File: config.mk
export PLATFORM = sky130hd
export DESIGN_NAME = nim_top
export DESIGN_NICKNAME = d
export VERILOG_FILES = /design/src/pkg/nim_pkg.sv /design/src/pkg/nim_dec_if.sv /design/src/verilog/nim_accept.sv /design/src/verilog/nim_top.sv
export SDC_FILE = /design/constraint.sdc
export NUM_CORES = 1
export LEC_CHECK = 0
export BUFFER_PORTS_ARGS = -buffer_cell sky130_fd_sc_hd__buf_2
export CORE_ASPECT_RATIO = 1.25
export CORE_MARGIN = 3
export CORE_UTILIZATION = 51
export CTS_CLUSTER_SIZE = 8
export DETAILED_ROUTE_END_ITERATION = 8
export PLACE_DENSITY = 0.87
export SETUP_SLACK_MARGIN = 0.05
export SYNTH_ARGS = -nofsm -noshare
export SYNTH_HDL_FRONTEND = slang
export SYNTH_SLANG_ARGS = --single-unit
File: constraint.sdc
create_clock -name aclk -period 2.2 [get_ports aclk]
set_input_delay 0 -clock aclk [delete_from_list [all_inputs] [get_ports aclk]]
set_output_delay 0 -clock aclk [all_outputs]
set_load 0.01 [all_outputs]
File: src/pkg/nim_pkg.sv
/*
  Constants and types shared by the interrupt acceptance block.
  Assumes one core clock, a synchronous active-low reset and a
  register bus of 32-bit aligned words.
*/
// What this block does
// - Enable low: every maskable request, internal or external, is ignored.
// - Enable high: maskable requests pass the configured controller's mask.
// - External maskable request taken only when its level exceeds threshold.
// - Threshold 0 opens external maskable levels 1 to 63; 63 shuts them all.
// - Each of 32 internal lines has one enable bit; 1 enables, 0 disables.
// - Preemption off: no maskable request for the running shadow set taken.
// - Preemption on: same-set request taken when its level is higher.
// - Taking a maskable or nonmaskable interrupt clears the global enable.
// - Nonmaskable preempts maskable handling and is never preempted by another nonmaskable.
// - External maskable take during nonmaskable handling leaves nonmaskable mode.
// - Nonmaskable take in the normal set overwrites the saved status.
// - Nonmaskable take in a shadow set leaves the saved status untouched.
// - Noninterrupt exceptions run in the normal register set.
// - Return reloads status from saved status in set 0, else shadow copy.
// - Return may clear nonmaskable mode but never sets it.
package nim_pkg;

  // ---------------------------------------------------------------
  // Widths
  // ---------------------------------------------------------------
  localparam int NIM_LVL_W = 6;
  localparam int NIM_SET_W = 2;
  localparam int NIM_NSETS = 4;
  localparam int NIM_NIRQ = 32;
  localparam int NIM_ADDR_W = 8;
  localparam int NIM_STAT_W = 13;

  // ---------------------------------------------------------------
  // Status word, low bit first: enable, threshold, preempt,
  // external mode, nonmaskable mode, in-handler, current set
  // ---------------------------------------------------------------
  typedef struct packed {
    logic [NIM_SET_W-1:0] current_set_index;
    logic in_handler;
    logic nmi_mode;
    logic ext_mode;
    logic same_set_preempt_enable;
    logic [NIM_LVL_W-1:0] level_threshold;
    logic maskable_int_global_enable;
  } nim_status_t;

  localparam int NIM_GIE_BIT = 0;
  localparam int NIM_THR_LSB = 1;
  localparam int NIM_PRE_BIT = 7;
  localparam int NIM_EXT_BIT = 8;
  localparam int NIM_NMI_BIT = 9;
  localparam int NIM_IH_BIT = 10;
  localparam int NIM_SET_LSB = 11;

  // ---------------------------------------------------------------
  // Levels, reset values, register offsets, responses
  // ---------------------------------------------------------------
  localparam logic [NIM_LVL_W-1:0] NIM_LVL_OPEN = 6'h00;
  localparam logic [NIM_LVL_W-1:0] NIM_LVL_SHUT = 6'h3f;
  localparam logic [NIM_STAT_W-1:0] NIM_STATUS_RST = 13'h0000;
  localparam logic [31:0] NIM_LINE_EN_RST = 32'h0000_0000;
  localparam logic [NIM_ADDR_W-1:0] NIM_OFS_STATUS = 8'h00;
  localparam logic [NIM_ADDR_W-1:0] NIM_OFS_LINE_EN = 8'h04;
  localparam logic [NIM_ADDR_W-1:0] NIM_OFS_PENDING = 8'h08;
  localparam logic [NIM_ADDR_W-1:0] NIM_OFS_ESTATUS = 8'h0c;
  localparam logic [NIM_ADDR_W-1:0] NIM_OFS_SSTATUS = 8'h10;
  localparam logic [1:0] NIM_RESP_OKAY = 2'h0;
  localparam logic [1:0] NIM_RESP_SLVERR = 2'h2;

endpackage

File: src/pkg/nim_dec_if.sv
/*
  Carrier between the control module and the acceptance decoder.
  Assumes both ends sit in the same core clock domain.
*/
`timescale 1ns/1ps
interface nim_dec_if;
  import nim_pkg::*;
  nim_status_t st;
  logic [NIM_NIRQ-1:0] ien;
  logic [NIM_NIRQ-1:0] irq;
  logic ext_valid;
  logic [NIM_LVL_W-1:0] ext_level;
  logic [NIM_SET_W-1:0] ext_rrs;
  logic ext_nmi;
  logic take_nmi;
  logic take_ext;
  logic take_int;

  modport ctl (output st, ien, irq, ext_valid, ext_level, ext_rrs, ext_nmi,
    input take_nmi, take_ext, take_int);
  modport dec (input st, ien, irq, ext_valid, ext_level, ext_rrs, ext_nmi,
    output take_nmi, take_ext, take_int);
endinterface

File: src/verilog/nim_accept.sv
/*
  Acceptance decoder: decides in the current cycle whether a pending
  request is taken. Purely combinational.
  Assumes the status and mask come from registers of the control side.
*/
`timescale 1ns/1ps
module nim_accept
(
  nim_dec_if.dec d
);
  import nim_pkg::*;

  logic same_set_block;
  logic ext_req;

  // Running shadow set blocks its own requests unless preemption on
  assign same_set_block = (d.st.current_set_index != '0) &&
    (d.ext_rrs == d.st.current_set_index) &&
    !d.st.same_set_preempt_enable;
  assign ext_req = d.st.ext_mode && d.ext_valid;

  // Nonmaskable: never while a nonmaskable handler runs
  assign d.take_nmi = ext_req && d.ext_nmi && !d.st.nmi_mode;

  // External maskable: enable, strict level compare, set rule
  assign d.take_ext = ext_req && !d.ext_nmi &&
    d.st.maskable_int_global_enable &&
    (d.ext_level > d.st.level_threshold) &&
    !same_set_block;

  // Internal: enable and at least one enabled line
  assign d.take_int = !d.st.ext_mode &&
    d.st.maskable_int_global_enable &&
    (|(d.irq & d.ien));

endmodule

File: src/verilog/nim_top.sv
/*
  Interrupt acceptance, masking and nesting control with an AXI4-Lite
  register slave. Assumes the core pulses exc_req and eret_req for one
  cycle and never both in the same cycle.
*/
// Decided for this implementation: the address map and the AXI4-Lite register port.
`timescale 1ns/1ps
module nim_top
(
  input wire logic aclk,
  input wire logic aresetn,
  input wire logic s_axi_awvalid,
  output logic s_axi_awready,
  input wire logic [nim_pkg::NIM_ADDR_W-1:0] s_axi_awaddr,
  input wire logic s_axi_wvalid,
  output logic s_axi_wready,
  input wire logic [31:0] s_axi_wdata,
  input wire logic [3:0] s_axi_wstrb,
  output logic s_axi_bvalid,
  input wire logic s_axi_bready,
  output logic [1:0] s_axi_bresp,
  input wire logic s_axi_arvalid,
  output logic s_axi_arready,
  input wire logic [nim_pkg::NIM_ADDR_W-1:0] s_axi_araddr,
  output logic s_axi_rvalid,
  input wire logic s_axi_rready,
  output logic [31:0] s_axi_rdata,
  output logic [1:0] s_axi_rresp,
  input wire logic [nim_pkg::NIM_NIRQ-1:0] irq,
  input wire logic ext_valid,
  input wire logic [nim_pkg::NIM_LVL_W-1:0] ext_level,
  input wire logic [nim_pkg::NIM_SET_W-1:0] ext_rrs,
  input wire logic ext_nmi,
  input wire logic exc_req,
  input wire logic eret_req,
  output logic int_take,
  output logic int_take_nmi,
  output logic [nim_pkg::NIM_SET_W-1:0] handler_set,
  output logic nmi_mode
);
  import nim_pkg::*;

  // ---------------------------------------------------------------
  // State
  // ---------------------------------------------------------------
  typedef struct packed {
    nim_status_t st;
    nim_status_t est;
    nim_status_t [NIM_NSETS-1:0] sst;
    logic [NIM_NIRQ-1:0] ien;
    logic aw_have;
    logic [NIM_ADDR_W-1:0] awaddr;
    logic w_have;
    logic [31:0] wdata;
    logic [3:0] wstrb;
    logic bvalid;
    logic [1:0] bresp;
    logic rvalid;
    logic [31:0] rdata;
    logic [1:0] rresp;
    logic take;
    logic take_nmi;
  } nim_state_t;

  nim_state_t s_r;
  nim_state_t s_nxt;
  nim_status_t restored;
  logic take_any;
  logic wr_go;

  nim_dec_if dif ();

  // ---------------------------------------------------------------
  // Helpers
  // ---------------------------------------------------------------
  // Byte-lane merge of a write into an old word
  function automatic logic [31:0] nim_merge(input logic [31:0] old_w,
    input logic [31:0] new_w, input logic [3:0] strb);
    logic [31:0] res;
    res = old_w;
    for (int i = 0; i < 4; i++)
    begin
      if (strb[i])
        res[i*8 +: 8] = new_w[i*8 +: 8];
    end
    return res;
  endfunction

  // Status word widened to a bus word
  function automatic logic [31:0] nim_word(input nim_status_t st);
    return {{(32-NIM_STAT_W){1'b0}}, st};
  endfunction

  // ---------------------------------------------------------------
  // Decoder hookup
  // ---------------------------------------------------------------
  assign dif.st = s_r.st;
  assign dif.ien = s_r.ien;
  assign dif.irq = irq;
  assign dif.ext_valid = ext_valid;
  assign dif.ext_level = ext_level;
  assign dif.ext_rrs = ext_rrs;
  assign dif.ext_nmi = ext_nmi;

  nim_accept u_accept
  (
    .d(dif.dec)
  );

  assign take_any = dif.take_nmi || dif.take_ext || dif.take_int;
  assign wr_go = s_r.aw_have && s_r.w_have && !s_r.bvalid;
  // Saved copy picked by the running set
  assign restored = (s_r.st.current_set_index == '0) ? s_r.est :
    s_r.sst[s_r.st.current_set_index];

  // ---------------------------------------------------------------
  // Outputs
  // ---------------------------------------------------------------
  assign s_axi_awready = !s_r.aw_have && !s_r.bvalid;
  assign s_axi_wready = !s_r.w_have && !s_r.bvalid;
  assign s_axi_bvalid = s_r.bvalid;
  assign s_axi_bresp = s_r.bresp;
  assign s_axi_arready = !s_r.rvalid;
  assign s_axi_rvalid = s_r.rvalid;
  assign s_axi_rdata = s_r.rdata;
  assign s_axi_rresp = s_r.rresp;
  assign int_take = s_r.take;
  assign int_take_nmi = s_r.take_nmi;
  assign handler_set = s_r.st.current_set_index;
  assign nmi_mode = s_r.st.nmi_mode;

  // ---------------------------------------------------------------
  // Next state: bus slave, then core events (hardware wins)
  // ---------------------------------------------------------------
  always_comb
  begin
    logic [31:0] tmp;
    tmp = '0;
    s_nxt = s_r;
    s_nxt.take = 1'b0;
    s_nxt.take_nmi = 1'b0;
    // Write address and data taken in either order
    if (s_axi_awvalid && s_axi_awready)
    begin
      s_nxt.aw_have = 1'b1;
      s_nxt.awaddr = s_axi_awaddr;
    end
    if (s_axi_wvalid && s_axi_wready)
    begin
      s_nxt.w_have = 1'b1;
      s_nxt.wdata = s_axi_wdata;
      s_nxt.wstrb = s_axi_wstrb;
    end
    if (s_r.bvalid && s_axi_bready)
      s_nxt.bvalid = 1'b0;
    // Register write once both halves are held
    if (wr_go)
    begin
      s_nxt.aw_have = 1'b0;
      s_nxt.w_have = 1'b0;
      s_nxt.bvalid = 1'b1;
      s_nxt.bresp = NIM_RESP_OKAY;
      unique case (s_r.awaddr)
        NIM_OFS_STATUS:
        begin
          tmp = nim_merge(nim_word(s_r.st), s_r.wdata, s_r.wstrb);
          s_nxt.st.maskable_int_global_enable = tmp[NIM_GIE_BIT];
          s_nxt.st.level_threshold = tmp[NIM_THR_LSB +: NIM_LVL_W];
          s_nxt.st.same_set_preempt_enable = tmp[NIM_PRE_BIT];
          s_nxt.st.ext_mode = tmp[NIM_EXT_BIT];
        end
        NIM_OFS_LINE_EN:
          s_nxt.ien = nim_merge(s_r.ien, s_r.wdata, s_r.wstrb);
        NIM_OFS_ESTATUS:
        begin
          tmp = nim_merge(nim_word(s_r.est), s_r.wdata, s_r.wstrb);
          s_nxt.est = tmp[NIM_STAT_W-1:0];
        end
        NIM_OFS_PENDING:
          s_nxt.bresp = NIM_RESP_OKAY;
        default:
          s_nxt.bresp = NIM_RESP_SLVERR;
      endcase
    end
    // Read channel, answered one cycle after the address
    if (s_r.rvalid && s_axi_rready)
      s_nxt.rvalid = 1'b0;
    if (s_axi_arvalid && s_axi_arready)
    begin
      s_nxt.rvalid = 1'b1;
      s_nxt.rresp = NIM_RESP_OKAY;
      unique case (s_axi_araddr)
        NIM_OFS_STATUS: s_nxt.rdata = nim_word(s_r.st);
        NIM_OFS_LINE_EN: s_nxt.rdata = s_r.ien;
        NIM_OFS_PENDING: s_nxt.rdata = irq & s_r.ien;
        NIM_OFS_ESTATUS: s_nxt.rdata = nim_word(s_r.est);
        NIM_OFS_SSTATUS:
          s_nxt.rdata = nim_word(s_r.sst[s_r.st.current_set_index]);
        default:
        begin
          s_nxt.rdata = '0;
          s_nxt.rresp = NIM_RESP_SLVERR;
        end
      endcase
    end
    // Core events: interrupt take, exception, return
    if (take_any)
    begin
      s_nxt.take = 1'b1;
      s_nxt.st.maskable_int_global_enable = 1'b0;
      if (dif.take_int)
        s_nxt.est = s_r.st;
      else
      begin
        s_nxt.take_nmi = dif.take_nmi;
        s_nxt.st.nmi_mode = dif.take_nmi;
        s_nxt.st.in_handler = 1'b1;
        s_nxt.st.level_threshold = ext_level;
        s_nxt.st.same_set_preempt_enable = 1'b0;
        s_nxt.st.current_set_index = ext_rrs;
        if (ext_rrs == '0)
          s_nxt.est = s_r.st;
        else
          s_nxt.sst[ext_rrs] = s_r.st;
      end
    end
    else if (exc_req)
    begin
      s_nxt.est = s_r.st;
      s_nxt.st.maskable_int_global_enable = 1'b0;
      s_nxt.st.current_set_index = '0;
    end
    else if (eret_req)
    begin
      s_nxt.st = restored;
      s_nxt.st.ext_mode = s_r.st.ext_mode;
      s_nxt.st.nmi_mode = s_r.st.nmi_mode && restored.nmi_mode;
    end
  end

  // Register the whole state
  always_ff @(posedge aclk)
  begin
    if (!aresetn)
    begin
      s_r <= '0;
      s_r.st <= NIM_STATUS_RST;
      s_r.est <= NIM_STATUS_RST;
      s_r.ien <= NIM_LINE_EN_RST;
    end
    else
      s_r <= s_nxt;
  end
endmodule
# Word-level counts from Yosys, hierarchy flattened
# Cells that the tools add are included.
[word_totals]
regBits = 196
latch_bits = 0
ramBits = 0
romBits = 0
wordCells = 171
memories = 0
[classes]
n_addsub = 0
mul = 0
div = 0
order_cmp = 4
n_eq_ne = 11
shifts = 0
mux = 34
bitwise_logic = 5
reduce_logical = 59
[ops]
columns = ["cell", "count"]
rows = [
  ["$pmux 32 s5", 1],
  ["$mux 13", 8],
  ["$bwmux 52", 1],
  ["$mux 35", 1],
  ["$and 32x32->32", 1],
  ["$eq 8x4->1 const B", 4],
  ["$reduce_or 32->1", 1],
  ["$bmux 13 s2", 1],
  ["$demux 13 s2", 1],
  ["$logic_and 1x1->1", 22],
  ["$mux 22", 1],
  ["$mux 21", 1],
  ["$reduce_and 3->1", 7],
  ["$eq 8x3->1 const B", 2],
  ["$logic_not 8->1", 2],
  ["$mux 8", 2],
  ["$reduce_bool 2->1", 7],
  ["$mux 10", 1],
  ["$logic_not 1->1", 9],
  ["$mux 9", 1],
  ["$eq 8x5->1 const B", 1],
  ["$mux 2", 4],
  ["$mux 4", 2],
  ["$mux 7", 1],
  ["19 further kinds", 31],
]

# Depth between registers and ports, before layout
[logic_depth]
word_depth = 9
ltp_mapped = 10

# Hierarchy
# From an unflattened synthesis, not the netlist that was laid out.
[hier_totals]
hier_cells = 1071
area_unflattened_um2 = 8993.6
[modules_own_cells]
columns = ["module", "instances", "cells_each", "area_each_um2"]
rows = [
  ["nim_top", 1, 1022, 8630.8],
  ["nim_accept", 1, 49, 362.8],
]

# Worst setup path after synthesis
# No wires, ideal clock.
[synth_path]
kind = "register -> register"
startpoint = "reg dif.st[6] (netlist name)"
endpoint = "reg s_r[171] (netlist bit)"
arrival_ns = 2.109
required_ns = 2.080
path_slack_ns = -0.029
stages_incl_launch_ff = 10
n_path_buf = 1
synth_period_minus_slack_ns = 2.229
path_cell_list = "dfxtp_1 inv_1 ha_1 nand4_1 o21bai_1 and3_1 nor2_1 or4_4 buf_6 mux2i_1"
[synth_via]
elab_chain_cells = 6
[synth_rtl]
columns = ["item", "line_no", "text"]
rows = [
  ["$gt 6x6->1", "nim_accept.sv:28", "(d.ext_level > d.st.level_threshold) &&"],
  ["$logic_and 1x1->1", "nim_accept.sv:27", "d.st.maskable_int_global_enable &&"],
  ["$logic_and 1x1->1", "nim_accept.sv:28", ""],
  ["$logic_or 1x1->1 (2 in series)", "nim_top.sv:110", "assign take_any = dif.take_nmi || dif.take_ext || dif.take_int;"],
  ["$mux 21", "nim_top.sv:207", "if (take_any)"],
  ["end signal: assignment", "nim_top.sv:252", "s_r <= s_nxt;"],
  ["end: declaration", "nim_top.sv:65", "nim_state_t s_r;"],
]
# Every way passes these cells.
# A chain may end at the register's enable or synchronous reset.

# Worst setup path after layout
[layout_path]
startpoint = "reg dif.st[3] (netlist name)"
endpoint = "reg s_r[171] (netlist bit)"
[layout_via]
elab_chain_cells = 6
[layout_rtl]
columns = ["item", "line_no"]
rows = [
  ["$gt 6x6->1", "nim_accept.sv:28"],
  ["$logic_and 1x1->1", "nim_accept.sv:27"],
  ["$logic_and 1x1->1", "nim_accept.sv:28"],
  ["$logic_or 1x1->1 (2 in series)", "nim_top.sv:110"],
  ["$mux 21", "nim_top.sv:207"],
]
# Every way passes these cells.

==> key figures <==
Synth
  • Summed instance area of the synthesized netlist: 9000 um^2
  • Ranking of synthesized cells by area: sky130_fd_sc_hd__dfxtp_1 43%, sky130_fd_sc_hd__nand2_1 9.1%, sky130_fd_sc_hd__a21oi_1 6.2%
  • Area share of the largest cell type after synthesis: 43.2%
  • Dominant synthesized flop cell: sky130_fd_sc_hd__dfxtp_1
  • Sequential cell area fraction in the yosys report: 43.2%
  • Cell with the most instances after synthesis: sky130_fd_sc_hd__nand2_1
  • Count of flip-flops with a built-in enable after synthesis: 0
  • Share of synthesized cell area in and, or, nand and nor gates: 17.3%
  • Library cell with the largest summed area after synthesis: sky130_fd_sc_hd__dfxtp_1
  • Area share of xor/xnor cells in the synthesized design: 0.0974%
  • Count of synthesis-stage warnings from yosys: 0
  • Synthesized-area fraction occupied by ao, oa, aoi and oai cells: 18.7%
  • Cell variety after synth: 57
  • Post-Synthesis Mean Instance Area: 8.73 um^2
  • Share of flip-flops with an asynchronous set or reset after synthesis: 0%
  • Post-Syn Instances: 1031
  • FF+latch count, synth: 194
  • Main combinational cell family by area after synthesis: compound AO/OA/AOI/OAI gates
  • Adder-cell area share of the yosys netlist: 0.834%
  • Leading post-synthesis cells by instance count: 218 x sky130_fd_sc_hd__nand2_1, 194 x sky130_fd_sc_hd__dfxtp_1, 111 x sky130_fd_sc_hd__a21oi_1
  • Share of cell area taken by muxes after synthesis: 12.7%

Power and ir drop
  • Maximum ir drop on the vdd rail: 617 uV
  • Comb power frac: 10.1%
  • Final Total Pwr: 7740 uW
  • Leakage power of the design: 0.00503 uW
  • Clock Power Share: 42.4%
  • Sw Pwr: 1920 uW
  • Switching share of total power: 24.8%
  • PwrDens: 660 nW/um^2
  • Seq pwr share: 47.5%
  • Cell-internal power: 5820 uW

Detailed routing
  • 1st-iter DRT viols: 906
  • Wire length per cell after detailed routing: 21.4 um
  • Total vias in the final route: 9290
  • 1st-pass router iterations: 9
  • Post-detailed-route count of antenna-violating nets: 0
  • Via/cell ratio: 6.27
  • DRC viols: 0
  • Final Routed Wirelength: 31800 um

Placement
  • Count of input and output buffers: 146
  • Dpl hpwl: 19300 um
  • Dpl ws: 0.0141 ns
  • Area of placed instances: 10100 um^2
  • Final RePlAce weighted congestion: 1.01

Run
  • Number of maximum-capacitance violations: 0

Global routing
  • Pin count of the biggest net entering global routing: 86
  • Global route total overflow: 0
  • Wire length of the first global-routing pass: 49000 um
  • All-Layer GR Usage: 31.7%
  • Number of global-route vias before repair: 9304
  • Initial antenna violation count: 1

STA
  • Final hold vios: 0
  • Final Critical Period: 2.20 ns
  • Slew @ Worst Pin: 0.816 ns
  • Setup repair after global routing missed its margin: yes
  • Setup Viol. Count Final: 1
  • Period utilisation layout: 100%
  • Post-Route Setup TNS: -0.00293 ns
  • Remaining max-slew budget at the tightest pin: 45.6%
  • Smallest setup slack after layout: -0.00293 ns
  • Highest Clock Rate: 454 MHz
  • Setup Skew: 0.0109 ns
  • Slew Viols, Final: 0

Run status
  • Violations in the final reports: negative setup slack
  • Run status: complete, but fails checks

Critical path
  • Worst EP arrival: 2.56 ns
  • Slowest cell on the critical path: sky130_fd_sc_hd__or4_4
  • Worst path top cell family by delay: simple AND/OR/NAND/NOR gates
  • Type of the worst setup path: register to register
  • Worst Path Required: 2.56 ns
  • Reg-to-reg critical path endpoint: s_r[171]$_SDFF_PN0_
  • Max stage delay on crit path: 0.63 ns
  • FF-to-FF setup slack: -0.003 ns
  • CP endpoint kind: register
  • Cells along the critical path: inv_1 > ha_1 > nand4_1 > buf_4 > o211ai_1 > nor2_2 > or4_4 > mux2i_1
  • Reg-to-reg startpoint: dif.st[3]$_SDFF_PN0_
  • Critical Path Start Type: register
  • Bufs and invs on worst path: 2
  • Worst-path maximum fanout: 6
  • Worst reg2reg path depth: 8

Floorplan
  • Die Wd: 125 um
  • Total die area: 19300 um^2
  • Count of pins on the block boundary: 149
  • Initial Util: 52.8%
  • Overall die height: 154 um
  • Number of standard-cell rows in the floorplan: 53
  • Placeable core area: 17000 um^2

Worst hold path
  • Worst Hold Path Cells: 4
  • Endpoint of the worst hold path: s_axi_rdata[21]$_SDFFE_PN0P_
  • Hold Crit Start: irq[21]
  • Worst hold path class: input port to register

Clock network
  • Maximum buffer depth of the clock tree: 2
  • CTS Root Cell: sky130_fd_sc_hd__clkbuf_16
  • Count of clock tree sinks: 194
  • TritonCTS clock tree: done
  • Clock Latency Late Sink: 0.44 ns
  • Deepest level of the CTS H-tree: 4
  • Number of buffers created by CTS: 17
  • Clock slew at the register clock pins of the worst setup and hold paths: 0.07 ns

Layout
  • Antenna fix cells: 0
  • Final Util: 68.8%
  • Number of nets in the finished design: 1358
  • Fraction of final layout cells sized beyond drive strength 1: 27.8%
  • Synth-to-Final Area Change: 30.4%
  • Final non-filler cell area: 11700 um^2
-- per-layer routing --
layer  vias to the layer above  track usage, %  share of wire, %
met5                         -               0             0.028
met4                         2            21.6               7.5
met1                      4330            33.9                33
li1                       4046               -                 -
met3                       204            7.56                10
met2                       708            55.1                50
-- state kept, by name (all words and copies together) (netlist names) --
| register | count |
|---|---|
| dif.st | 10 |
| s_axi_bresp | 1 |
| s_axi_rdata | 32 |
| s_r | 111 |
| s_axi_rresp | 1 |
| handler_set | 2 |
| nmi_mode | 1 |
| int_take_nmi | 1 |
| s_axi_bvalid | 1 |
| int_take | 1 |
| s_axi_rvalid | 1 |
| dif.ien | 32 |
-- worst min-delay path, cell delays in order --
cell                      delay (ns)
sky130_fd_sc_hd__buf_2          0.11
sky130_fd_sc_hd__a21o_1         0.11
sky130_fd_sc_hd__a32oi_1        0.10
sky130_fd_sc_hd__nor2_1         0.09
-- what timing repair did --
action	in CTS	in global routing
pin swaps	4	18
cloned	2	0
hold buffers	73	0
endpoints found under the setup margin	16	69
hold endpoints to repair	72	0
setup buffers	1	3
gates resized for setup	6	35
-- how the worst max path moves through the flow --
stage	endpoint	cells past startpoint	slack [ns]	from
2_1_floorplan	s_r[171]$_SDFF_PN0_	9	0.05	dif.st[4]$_SDFF_PN0_
3_3_place_gp	handler_set[0]$_SDFFE_PN0P_	8	0.06	dif.st[6]$_SDFF_PN0_
3_5_place_dp	s_r[182]$_SDFF_PN0_	8	0.01	dif.st[2]$_SDFF_PN0_
4_1_cts	s_r[171]$_SDFF_PN0_	8	0.03	dif.st[4]$_SDFF_PN0_
5_1_grt	s_r[171]$_SDFF_PN0_	8	-0.11	dif.st[3]$_SDFF_PN0_
6_report	s_r[171]$_SDFF_PN0_	8	-0.003	dif.st[3]$_SDFF_PN0_
-- cell type report --
cell class,instances,area (um^2)
Sequential cell,194,3890
Tap cell,220,275
Multi-Input combinational cell,717,4680
Inverter,13,50.0
Clock buffer,22,474
Fill cell,1106,5310
Timing Repair Buffer,306,2210
Clock inverter,10,145
-- power groups by stage --
stage | sequential, uW | combinational (uW) | clock [uW]
after global routing | 3680 | 830 | 3410
after CTS | 3670 | 711 | 3270
final | 3680 | 779 | 3280
after global placement | 3750 | 579 | 0
after detailed placement | 3750 | 592 | 0
after floorplan | 3720 | 373 | 0
-- kinds of logic after synthesis --
| group | count (synthesis) |
|---|---|
| adder cells (fa/ha/maj) | 6 |
| flip-flops | 194 |
| other | 1 |
| multiplexers | 91 |
| AO/OA/AOI/OAI | 263 |
| AND/OR/NAND/NOR | 353 |
| buffers and inverters | 122 |
| XOR/XNOR | 1 |
-- layout by cell type, fill, tap and decap left out, drive strengths merged, types with 4 or more instances in the layout --
cell,instances
nand4,7
dfxtp,194
ha,6
nor2,51
mux2,22
a21oi,113
nand3,20
a221oi,13
clkbuf,22
a21o,33
nand2,218
buf,232
and3,9
dlygate4sd3,73
a22oi,16
and2,20
inv,15
mux2i,53
mux4,16
and3b,4
a221o,7
o21ai,42
or4,4
nor3,5
nor2b,5
a32oi,20
-- stage by stage --
step | hold WS, ns | cells
6_report | 0.00514 | 1482
5_1_grt | 0.00489 | 1482
4_1_cts | 0.00146 | 1480
3_5_place_dp | 0.189 | 1372
3_3_place_gp | 0.186 | 1372
2_1_floorplan | 0.0831 | 1032
(Power assumes the default switching activity.)
